File: src/rtl/gpt_pkg.sv
// Package for the general-purpose timer pair: register map, fields, modes, reset values.
// Assumes an APB slave with 32-bit data and word-aligned registers.
package gpt_pkg;
  // ----------------------------------------------------------------
  // Register map (byte addresses)
  // ----------------------------------------------------------------
  localparam logic [7:0] OFF_CTRL_STATUS = 8'h00;
  localparam logic [7:0] OFF_IRQ_STATUS = 8'h04;
  localparam logic [7:0] OFF_IRQ_MASK = 8'h08;
  localparam logic [7:0] OFF_TIMER_BASE = 8'h10;
  localparam logic [7:0] OFF_TIMER_STRIDE = 8'h10;
  localparam logic [3:0] OFF_MODE_CONFIG = 4'h0;
  localparam logic [3:0] OFF_CURRENT_COUNT = 4'h4;
  localparam logic [3:0] OFF_PERIOD_VALUE = 4'h8;
  localparam logic [3:0] OFF_PULSE_WIDTH = 4'hC;
  // ----------------------------------------------------------------
  // Configuration field layout
  // ----------------------------------------------------------------
  localparam int CFG_WIDTH = 6;
  localparam int CFG_MODE_LSB = 0;
  localparam int CFG_POL_BIT = 2;
  localparam int CFG_IRQ_EN_BIT = 3;
  localparam int CFG_CAP_PERIOD_BIT = 4;
  localparam int CFG_RUN_EMU_BIT = 5;
  // Control/status layout: enable bits [1:0], running status bits [9:8]
  localparam int CTRL_RUN_LSB = 8;
  // Interrupt status layout per timer: bit 2*i = period/capture, 2*i+1 = overflow
  localparam int IRQ_BITS = 4;
  // ----------------------------------------------------------------
  // Reset values
  // ----------------------------------------------------------------
  localparam logic [5:0] RST_CONFIG = 6'h00;
  localparam logic [31:0] RST_COUNT = 32'h0000_0000;
  localparam logic [31:0] RST_PERIOD = 32'h0000_0000;
  localparam logic [31:0] RST_WIDTH = 32'h0000_0000;
  localparam logic [31:0] RD_UNMAPPED = 32'h0000_0000;
  // ----------------------------------------------------------------
  // Modes
  // ----------------------------------------------------------------
  typedef enum logic [1:0] {
    MODE_IDLE,
    MODE_PWMOUT,
    MODE_WDTH_CAP,
    MODE_EXT_CLK
  } gpt_mode_t;
endpackage

File: src/rtl/gpt_core.sv
// One timer channel: waveform generation, width/period capture, external event counting.
// Assumes a synchronised pin input and register writes from the bus slave above.
`timescale 1ns/10ps
module gpt_core (
  input wire logic clock,
  input wire logic reset_n,
  input wire logic enable,
  input wire logic [5:0] cfg,
  input wire logic cnt_wr,
  input wire logic per_wr,
  input wire logic wid_wr,
  input wire logic [31:0] wdata,
  input wire logic pin_in,
  output logic [31:0] count,
  output logic [31:0] period,
  output logic [31:0] width,
  output logic pin_out,
  output logic pin_oe,
  output logic ev_period,
  output logic ev_ovf
);
  gpt_pkg::gpt_mode_t mode;
  logic [31:0] cnt_q;
  logic [31:0] per_q;
  logic [31:0] wid_q;
  logic pin_q;
  logic in_d1_q;
  logic en_d1_q;
  logic ev_p_q;
  logic ev_o_q;
  logic is_pwm;
  logic is_cap;
  logic is_ext;
  logic rise;
  logic fall;
  logic per_end;
  logic pol;
  logic lvl;
  logic lvl_d1;
  assign mode = gpt_pkg::gpt_mode_t'(cfg[gpt_pkg::CFG_MODE_LSB +: 2]);
  assign pol = cfg[gpt_pkg::CFG_POL_BIT];
  assign is_pwm = (mode == gpt_pkg::MODE_PWMOUT);
  assign is_cap = (mode == gpt_pkg::MODE_WDTH_CAP);
  assign is_ext = (mode == gpt_pkg::MODE_EXT_CLK);
  // Polarity folds into the edge detect so capture works on either pulse sense
  assign lvl = pin_in ^ pol;
  assign lvl_d1 = in_d1_q ^ pol;
  assign rise = lvl & ~lvl_d1;
  assign fall = ~lvl & lvl_d1;
  assign per_end = (cnt_q >= per_q - 32'h0000_0001);
  // ----------------------------------------------------------------
  // Counting
  // ----------------------------------------------------------------
  always_ff @(posedge clock) begin
    if (!reset_n) begin
      cnt_q <= gpt_pkg::RST_COUNT;
      per_q <= gpt_pkg::RST_PERIOD;
      wid_q <= gpt_pkg::RST_WIDTH;
      in_d1_q <= 1'b1;
      en_d1_q <= 1'b0;
      pin_q <= 1'b0;
      ev_p_q <= 1'b0;
      ev_o_q <= 1'b0;
    end else begin
      in_d1_q <= pin_in;
      en_d1_q <= enable;
      ev_p_q <= 1'b0;
      ev_o_q <= 1'b0;
      if (per_wr) per_q <= wdata;
      if (wid_wr) wid_q <= wdata;
      if (cnt_wr) begin
        cnt_q <= wdata;
      end else if (enable && !en_d1_q && !is_ext) begin
        cnt_q <= 32'h0000_0000;
      end else if (enable && is_pwm) begin
        if (per_end) begin
          cnt_q <= 32'h0000_0000;
          ev_p_q <= 1'b1;
        end else begin
          cnt_q <= cnt_q + 32'h0000_0001;
        end
        pin_q <= ((per_end ? 32'h0000_0000 : cnt_q + 32'h0000_0001) < wid_q) ^ pol;
      end else if (enable && is_cap) begin
        // Width captured on trailing edge, period on the next leading edge
        if (fall && !cfg[gpt_pkg::CFG_CAP_PERIOD_BIT]) begin
          wid_q <= cnt_q;
          ev_p_q <= 1'b1;
        end
        if (rise) begin
          if (cfg[gpt_pkg::CFG_CAP_PERIOD_BIT]) ev_p_q <= 1'b1;
          per_q <= cnt_q;
          cnt_q <= 32'h0000_0001;
        end else if (cnt_q == 32'hFFFF_FFFF) begin
          ev_o_q <= 1'b1;
          cnt_q <= 32'h0000_0000;
        end else begin
          cnt_q <= cnt_q + 32'h0000_0001;
        end
      end else if (enable && is_ext && rise) begin
        // Watchdog: counts pin events and flags when period is reached
        if (per_end) begin
          cnt_q <= 32'h0000_0000;
          ev_p_q <= 1'b1;
        end else begin
          cnt_q <= cnt_q + 32'h0000_0001;
        end
      end
      if (!enable || !is_pwm) pin_q <= pol;
    end
  end
  assign pin_out = pin_q;
  assign pin_oe = is_pwm & enable;
  assign count = cnt_q;
  assign period = per_q;
  assign width = wid_q;
  assign ev_period = ev_p_q & cfg[gpt_pkg::CFG_IRQ_EN_BIT];
  assign ev_ovf = ev_o_q & cfg[gpt_pkg::CFG_IRQ_EN_BIT];

  a_pwm_reload: assert property (@(posedge clock) disable iff (!reset_n)
    (enable && is_pwm && !cnt_wr && en_d1_q && per_end) |=> (cnt_q == 32'h0000_0000))
    else $error("count not reloaded at period end");
  a_pin_dir: assert property (@(posedge clock) disable iff (!reset_n)
    pin_oe |-> (mode == gpt_pkg::MODE_PWMOUT))
    else $error("pin driven outside waveform mode");
  a_cap_width: assert property (@(posedge clock) disable iff (!reset_n)
    (enable && en_d1_q && !cnt_wr && is_cap && fall && !cfg[gpt_pkg::CFG_CAP_PERIOD_BIT] && !wid_wr)
    |=> (wid_q == $past(cnt_q)))
    else $error("width capture lost");
  a_off_quiet: assert property (@(posedge clock) disable iff (!reset_n)
    (!enable && !cnt_wr) |=> (cnt_q == $past(cnt_q)))
    else $error("disabled timer counted");
endmodule // gpt_core

File: src/rtl/gpt_sync.sv
// Two-flop synchroniser for a pin input.
// Assumes the input is asynchronous to clock.
`timescale 1ns/10ps
module gpt_sync (
  input wire logic clock,
  input wire logic reset_n,
  input wire logic async_in,
  output logic sync_out
);
  logic meta_q;
  logic sync_q;
  always_ff @(posedge clock) begin
    if (!reset_n) begin
      // Pins idle high behind their pull-ups; resetting to that level avoids a false edge
      meta_q <= 1'b1;
      sync_q <= 1'b1;
    end else begin
      meta_q <= async_in;
      sync_q <= meta_q;
    end
  end
  assign sync_out = sync_q;
endmodule // gpt_sync

File: src/rtl/gpt_top.sv
// Top of the general-purpose timer pair: APB slave, shared control, interrupts, two channels.
// Assumes APB3 signalling on clock; pins reach the outside through the signal_routing_unit.
//
// The placing of the registers and the APB interface to the registers were chosen for this implementation.
`timescale 1ns/10ps
// Overview of operation
// - Each timer picks its own mode: waveform output, width/period capture or external event watchdog.
// - Two timer instances exist and each can raise a periodic interrupt.
// - Each timer owns one two-way pin, driven in waveform mode while enabled and sampled otherwise.
// - Each timer has a 6-bit configuration register selecting and governing its mode.
// - Each timer has 32-bit count, period and pulse width registers.
// - One shared control register holds both timer enables; each write sets the whole enable mask.
// - Each timer pin is presented as separate in/out/enable signals for the signal_routing_unit.
// - Capture of pulse width and period supports bit-rate detection alongside the serial receiver.
module gpt_top #(
  parameter int NUM_TIMERS = 2
) (
  input wire logic clock,
  input wire logic reset_n,
  input wire logic psel,
  input wire logic penable,
  input wire logic pwrite,
  input wire logic [7:0] paddr,
  input wire logic [31:0] pwdata,
  output logic [31:0] prdata,
  output logic pready,
  output logic pslverr,
  input wire logic [NUM_TIMERS-1:0] tmr_pin_in,
  output logic [NUM_TIMERS-1:0] tmr_pin_out,
  output logic [NUM_TIMERS-1:0] tmr_pin_oe,
  output logic irq
);
  if (NUM_TIMERS != 2) begin : g_count_check
    $error("gpt_top supports exactly two timers");
  end
  // ----------------------------------------------------------------
  // Bus decode
  // ----------------------------------------------------------------
  logic acc;
  logic wr;
  logic rd;
  logic [NUM_TIMERS-1:0] en_q;
  logic [NUM_TIMERS-1:0] en_d;
  logic [gpt_pkg::IRQ_BITS-1:0] ist_q;
  logic [gpt_pkg::IRQ_BITS-1:0] ist_d;
  logic [gpt_pkg::IRQ_BITS-1:0] imask_q;
  logic [gpt_pkg::IRQ_BITS-1:0] ev;
  logic [5:0] cfg_q [NUM_TIMERS];
  logic [31:0] cnt [NUM_TIMERS];
  logic [31:0] per [NUM_TIMERS];
  logic [31:0] wid [NUM_TIMERS];
  logic [31:0] tmr_rd [NUM_TIMERS];
  logic [NUM_TIMERS-1:0] tmr_hit;
  logic [NUM_TIMERS-1:0] pin_s;
  logic [31:0] rdata_q;
  logic [31:0] rd_mux;
  logic glob_hit;
  logic ist_rd;

  // Timer select from address: window index and word alignment
  function automatic logic timer_sel(input logic [7:0] a, input int idx);
    timer_sel = (a[7:4] == 4'(idx + 1)) && (a[1:0] == 2'b00);
  endfunction

  assign acc = psel & penable;
  assign wr = acc & pwrite;
  assign rd = acc & ~pwrite;
  assign pready = 1'b1;
  assign ist_rd = rd && (paddr == gpt_pkg::OFF_IRQ_STATUS);
  assign glob_hit = (paddr == gpt_pkg::OFF_CTRL_STATUS) || (paddr == gpt_pkg::OFF_IRQ_STATUS)
    || (paddr == gpt_pkg::OFF_IRQ_MASK);
  assign pslverr = acc & ~glob_hit & ~(|tmr_hit);

  // ----------------------------------------------------------------
  // Channels
  // ----------------------------------------------------------------
  genvar i;
  generate
    for (i = 0; i < NUM_TIMERS; i++) begin : g_tmr
      logic sel;
      assign sel = timer_sel(paddr, i);
      assign tmr_hit[i] = sel;
      always_ff @(posedge clock) begin
        if (!reset_n) begin
          cfg_q[i] <= gpt_pkg::RST_CONFIG;
        end else if (wr && sel && paddr[3:0] == gpt_pkg::OFF_MODE_CONFIG) begin
          cfg_q[i] <= pwdata[5:0];
        end
      end
      gpt_sync u_sync (
        .clock(clock),
        .reset_n(reset_n),
        .async_in(tmr_pin_in[i]),
        .sync_out(pin_s[i])
      );
      gpt_core u_core (
        .clock(clock),
        .reset_n(reset_n),
        .enable(en_q[i]),
        .cfg(cfg_q[i]),
        .cnt_wr(wr && sel && paddr[3:0] == gpt_pkg::OFF_CURRENT_COUNT),
        .per_wr(wr && sel && paddr[3:0] == gpt_pkg::OFF_PERIOD_VALUE),
        .wid_wr(wr && sel && paddr[3:0] == gpt_pkg::OFF_PULSE_WIDTH),
        .wdata(pwdata),
        .pin_in(pin_s[i]),
        .count(cnt[i]),
        .period(per[i]),
        .width(wid[i]),
        .pin_out(tmr_pin_out[i]),
        .pin_oe(tmr_pin_oe[i]),
        .ev_period(ev[2*i]),
        .ev_ovf(ev[2*i+1])
      );
      assign tmr_rd[i] = (paddr[3:0] == gpt_pkg::OFF_MODE_CONFIG) ? {26'h0, cfg_q[i]} :
                         (paddr[3:0] == gpt_pkg::OFF_CURRENT_COUNT) ? cnt[i] :
                         (paddr[3:0] == gpt_pkg::OFF_PERIOD_VALUE) ? per[i] : wid[i];
    end
  endgenerate

  // ----------------------------------------------------------------
  // Control, status and interrupts
  // ----------------------------------------------------------------
  // Enable bits are written together; the write value is the full new mask
  assign en_d = (wr && paddr == gpt_pkg::OFF_CTRL_STATUS) ? pwdata[NUM_TIMERS-1:0] : en_q;
  // Set wins over read-clear so an event in the clearing cycle survives
  // Only bits already returned in the setup-cycle snapshot are cleared, so an event
  // landing between setup and access is kept for the next read
  assign ist_d = (ist_rd ? (ist_q & ~rdata_q[gpt_pkg::IRQ_BITS-1:0]) : ist_q) | ev;
  assign rd_mux = (paddr == gpt_pkg::OFF_CTRL_STATUS) ?
                  (32'(en_q) | (32'(en_q) << gpt_pkg::CTRL_RUN_LSB)) :
                  (paddr == gpt_pkg::OFF_IRQ_STATUS) ? 32'(ist_q) :
                  (paddr == gpt_pkg::OFF_IRQ_MASK) ? 32'(imask_q) :
                  tmr_hit[0] ? tmr_rd[0] :
                  tmr_hit[1] ? tmr_rd[1] : gpt_pkg::RD_UNMAPPED;

  always_ff @(posedge clock) begin
    if (!reset_n) begin
      en_q <= '0;
      ist_q <= '0;
      imask_q <= '0;
      rdata_q <= gpt_pkg::RD_UNMAPPED;
    end else begin
      en_q <= en_d;
      ist_q <= ist_d;
      if (wr && paddr == gpt_pkg::OFF_IRQ_MASK) imask_q <= pwdata[gpt_pkg::IRQ_BITS-1:0];
      if (psel && !penable && !pwrite) rdata_q <= rd_mux;
    end
  end
  // Data is latched in setup, so the zero-wait access phase returns a registered value
  assign prdata = rdata_q;
  assign irq = |(ist_q & imask_q);

  a_irq_level: assert property (@(posedge clock) disable iff (!reset_n)
    (|(ist_q & imask_q)) |-> irq)
    else $error("interrupt not raised");
  a_event_sticky: assert property (@(posedge clock) disable iff (!reset_n)
    (|ev) |=> ((ist_q & $past(ev)) == $past(ev)))
    else $error("event lost");
  a_enable_indep: assert property (@(posedge clock) disable iff (!reset_n)
    !(wr && paddr == gpt_pkg::OFF_CTRL_STATUS) |=> (en_q == $past(en_q)))
    else $error("enable changed without write");
  a_cfg_write: assert property (@(posedge clock) disable iff (!reset_n)
    (wr && tmr_hit[0] && paddr[3:0] == gpt_pkg::OFF_MODE_CONFIG) |=> (cfg_q[0] == $past(pwdata[5:0])))
    else $error("config write lost");
endmodule // gpt_top

File: config.mk
export PLATFORM = sky130hd
export DESIGN_NAME = gpt_top
export DESIGN_NICKNAME = d
export VERILOG_FILES = /design/src/rtl/gpt_pkg.sv /design/src/rtl/gpt_core.sv /design/src/rtl/gpt_sync.sv /design/src/rtl/gpt_top.sv
export SDC_FILE = /design/constraint.sdc
export NUM_CORES = 1
export LEC_CHECK = 0
export BUFFER_PORTS_ARGS = -buffer_cell sky130_fd_sc_hd__buf_2
export CAP_MARGIN = 20
export CORE_ASPECT_RATIO = 1.25
export CORE_MARGIN = 10
export CORE_UTILIZATION = 40
export CTS_BUF_LIST = sky130_fd_sc_hd__clkbuf_8
export DETAILED_ROUTE_END_ITERATION = 8
export PLACE_DENSITY_LB_ADDON = 0.3
export SLEW_MARGIN = 10
export SYNTH_ARGS = -nofsm -noshare
export SYNTH_HDL_FRONTEND = slang
export SYNTH_HIERARCHICAL = 1
export SYNTH_SLANG_ARGS = --single-unit
File: constraint.sdc
create_clock -name clock -period 5.5 [get_ports clock]
set_input_delay 0.275 -clock clock [delete_from_list [all_inputs] [get_ports clock]]
set_output_delay 0.275 -clock clock [all_outputs]
set_load 0.05 [all_outputs]
==> flow_summary.ini <==
[outcome]
status = finished with violations
violations = negative setup slack

[sta]
setup_viol_count_final = 2
max_freq_mhz = 174
min_period_over_period = 1.04
rsz0062_at_grt = yes
relSlewSlack = 0.278
clock_skew_ns = 0.0249
hold_violations = 0
maxSlewViolCount = 0
min_period_ns = 5.74
worst_slack_ns = -0.239
tightest_slew_ns = 1.07
whs_ns = 0.0519

[hold_path]
hp-class = input port to register
worstHoldPathCells = 3

[floorplan]
rows = 92
io_pins = 86
coreArea_um2 = 50200
die_w_um = 221
start_util = 0.403
die-area_um2 = 60000
die_h_um = 271

[setup_path]
critPathCaptureType = register
arrival_ns = 6.29
critPathLaunchType = register
criticalPathCategory = register to register
path_max_fanout = 7
reg2reg_setup_slack_ns = -0.24
critPathRequiredTime_ns = 6.05
reg2reg_depth = 23

[power]
power_uw = 4420
p_clk_frac = 0.430
p_sw_frac = 0.293
powerDensity_nw_per_um2 = 194
p_sw_uw = 1300
cellLeakagePower_uw = 0.0106
power_frac_comb = 0.111
irDropWorstVdd_uv = 125
intPower_uw = 3120
power_frac_seq = 0.459

[clock_network]
clk_path_buf_depth = 3
clk_latency_ns = 0.61
cts_buffers = 47
root_buffer = clkbuf_8
cts_tree = done
cts-htree-levels = 2
clock_sinks = 260
clkSlewWorstSetupHoldPaths_ns = 0.06

[yosys]
yosys-mux-area-fraction = 0.0529
yosys.area_share.simple = 0.257
syn-num-nets = 2743
async_flop_share = 0
synth_cell_types = 94
ys_top_cells_by_count = nand2_1, dfxtp_1, nor2_1, clkbuf_1, ha_1
avgSynthCellArea_um2 = 7.88
synth.most_common_cell = nand2_1
ys_warn_count = 6
ys_ff_latch = 260
synth_flop_cell = dfxtp_1
synth-edff-count = 12
ys_seq_area_frac = 0.263
synthAdderAreaFrac = 0.0805
yosysTopAreaCell = dfxtp_1
synth-compound-area-share = 0.231
synth_xor_xnor_area_share = 0.0520
ys_top_cells_by_area = dfxtp_1, ha_1, nand2_1, o211a_1, mux2i_1
syn-instance-count = 2566
synth_top_family_by_area = simple AND/OR/NAND/NOR gates
synth_top_area_share = 0.246
syn_area_um2 = 20200

[grt]
grt-ovfl-total = 0
grt_pass1_wl_um = 115000
met3_usage = 0.0266
grt_max_degree = 89
grt_pass1_vias = 19700
grt_util_met2 = 0.408
track_usage = 0.237
grt_antenna_before_repair = 1
grt.met1_usage = 0.282
grt_busiest_layer = met2

[final_layout]
fillers = 5084
area_delta_synth_final_pct = 12.8
layout-drive-gt1-share = 0.146
final_net_count = 2798
fin_util = 0.454
fin_area_um2 = 22800

[routing]
drc = 0
ant_nets = 0
vias_per_cell = 6.10
first_pass_iters = 6
vias = 20200
wl_per_cell_um = 22.6
totalWireLength_um = 74900
first_iter_violations = 1948

[place]
place_area_um2 = 21600
routabilityCongestion = 0.957
hpwl_um = 54500
io_buffer_count = 84

[flow_run]
maxCapViolations = 0
## critical path, stage by stage (launching register included)
cell       delay [ns]
dfxtp_1          0.31
or4_4            0.54
or3_4            0.36
or4_4            0.43
or4_4            0.45
nand2b_4         0.19
nor3_4           0.21
xnor2_1          0.15
ha_1             0.28
nand4_1          0.19
inv_1            0.07
a221oi_2         0.32
nand2_1          0.14
a21o_4           0.24
buf_4            0.16
nor2b_1          0.12
ha_1             0.27
a21oi_2          0.13
a21oi_1          0.09
nor4_2           0.25
buf_4            0.19
o2111ai_2        0.13
or3b_1           0.36
nand4_1          0.10
## metal layers
layer	up-vias	routed length [µm]
met2	784	36300
met3	206	4230
met1	9745	30200
met5	-	0
met4	0	4170
li1	9476	-
## power groups by stage
stage                     Combinational, µW  Clock [µW]  Sequential, µW
after floorplan                         330           0            2000
after global placement                  441           0            2060
after detailed placement                453           0            2070
after CTS                               464        1930            2020
after global routing                    530        2000            2030
final                                   490        1900            2030
## final cells by class
cell class                 count  area (µm²)  area share
antenna                        1        2.50    0.000110
clock buffer                  59         812      0.0356
clock inverter                22         124     0.00543
inverter                      90         338      0.0148
multi-input combinational   2004       13800       0.607
sequential                   260        5330       0.234
tap                          658         823      0.0361
timing repair buffer         218        1540      0.0676
## sequential cells by signal, summed over array words and instances, names as in the netlist
name / flops
g_tmr.u_core/ev_o_q: 2
en_q: 2
cfg_q: 12
g_tmr.u_core/count: 64
imask_q: 4
g_tmr.u_core/width: 64
g_tmr.u_core/pin_out: 2
g_tmr.u_core/in_d1_q: 2
g_tmr.u_sync/meta_q: 2
prdata: 32
g_tmr.u_core/en_d1_q: 2
g_tmr.u_core/period: 64
ist_q: 4
g_tmr.u_core/ev_p_q: 2
g_tmr.u_sync/sync_out: 2
## cells by family after synthesis
logic type | count (synthesis)
multiplexers | 104
other | 1
AND/OR/NAND/NOR | 1027
buffers and inverters | 302
XOR/XNOR | 120
AO/OA/AOI/OAI | 622
adder cells (fa/ha/maj) | 130
flip-flops | 260
## final timing paths
check	from	endpoint
max	g_tmr[0].u_core/period[13]	g_tmr[0].u_core/pin_out
min	pwdata[14]	g_tmr[0].u_core/count[14]
min reg2reg	g_tmr[1].u_sync/meta_q	g_tmr[1].u_sync/sync_out
max reg2reg	g_tmr[0].u_core/period[13]	g_tmr[0].u_core/pin_out
## metrics by stage
step	setup TNS, ns	std cells	setup WS [ns]
after floorplan	0	2566	0.00566
after global placement	-0.640	3220	-0.353
after detailed placement	-0.820	3221	-0.451
after CTS	-0.446	3306	-0.225
after global routing	-0.811	3312	-0.460
final	-0.327	3312	-0.239
## timing repair
| item | in CTS | in global routing |
|---|---|---|
| endpoints found under the setup margin | 2 | 2 |
| hold endpoints to repair | 2 | 0 |
| buffers inserted | 2 | 3 |
| cloned | 0 | 1 |
| hold buffers | 2 | 0 |
| gates resized for setup | 18 | 17 |
| pin swaps | 14 | 9 |
## cell usage in the layout (no fill, tap or decap), types with 83 or more instances in the layout
cell / instances
nor2_1: 207
nand2_1: 360
ha_1: 130
dfxtp_1: 248
inv_1: 101
buf_2: 83
mux2i_1: 99
nand3_1: 108
o211ai_1: 124
o211a_1: 129
buf_4: 125
No activity file was read; power rests on OpenSTA's default activity.
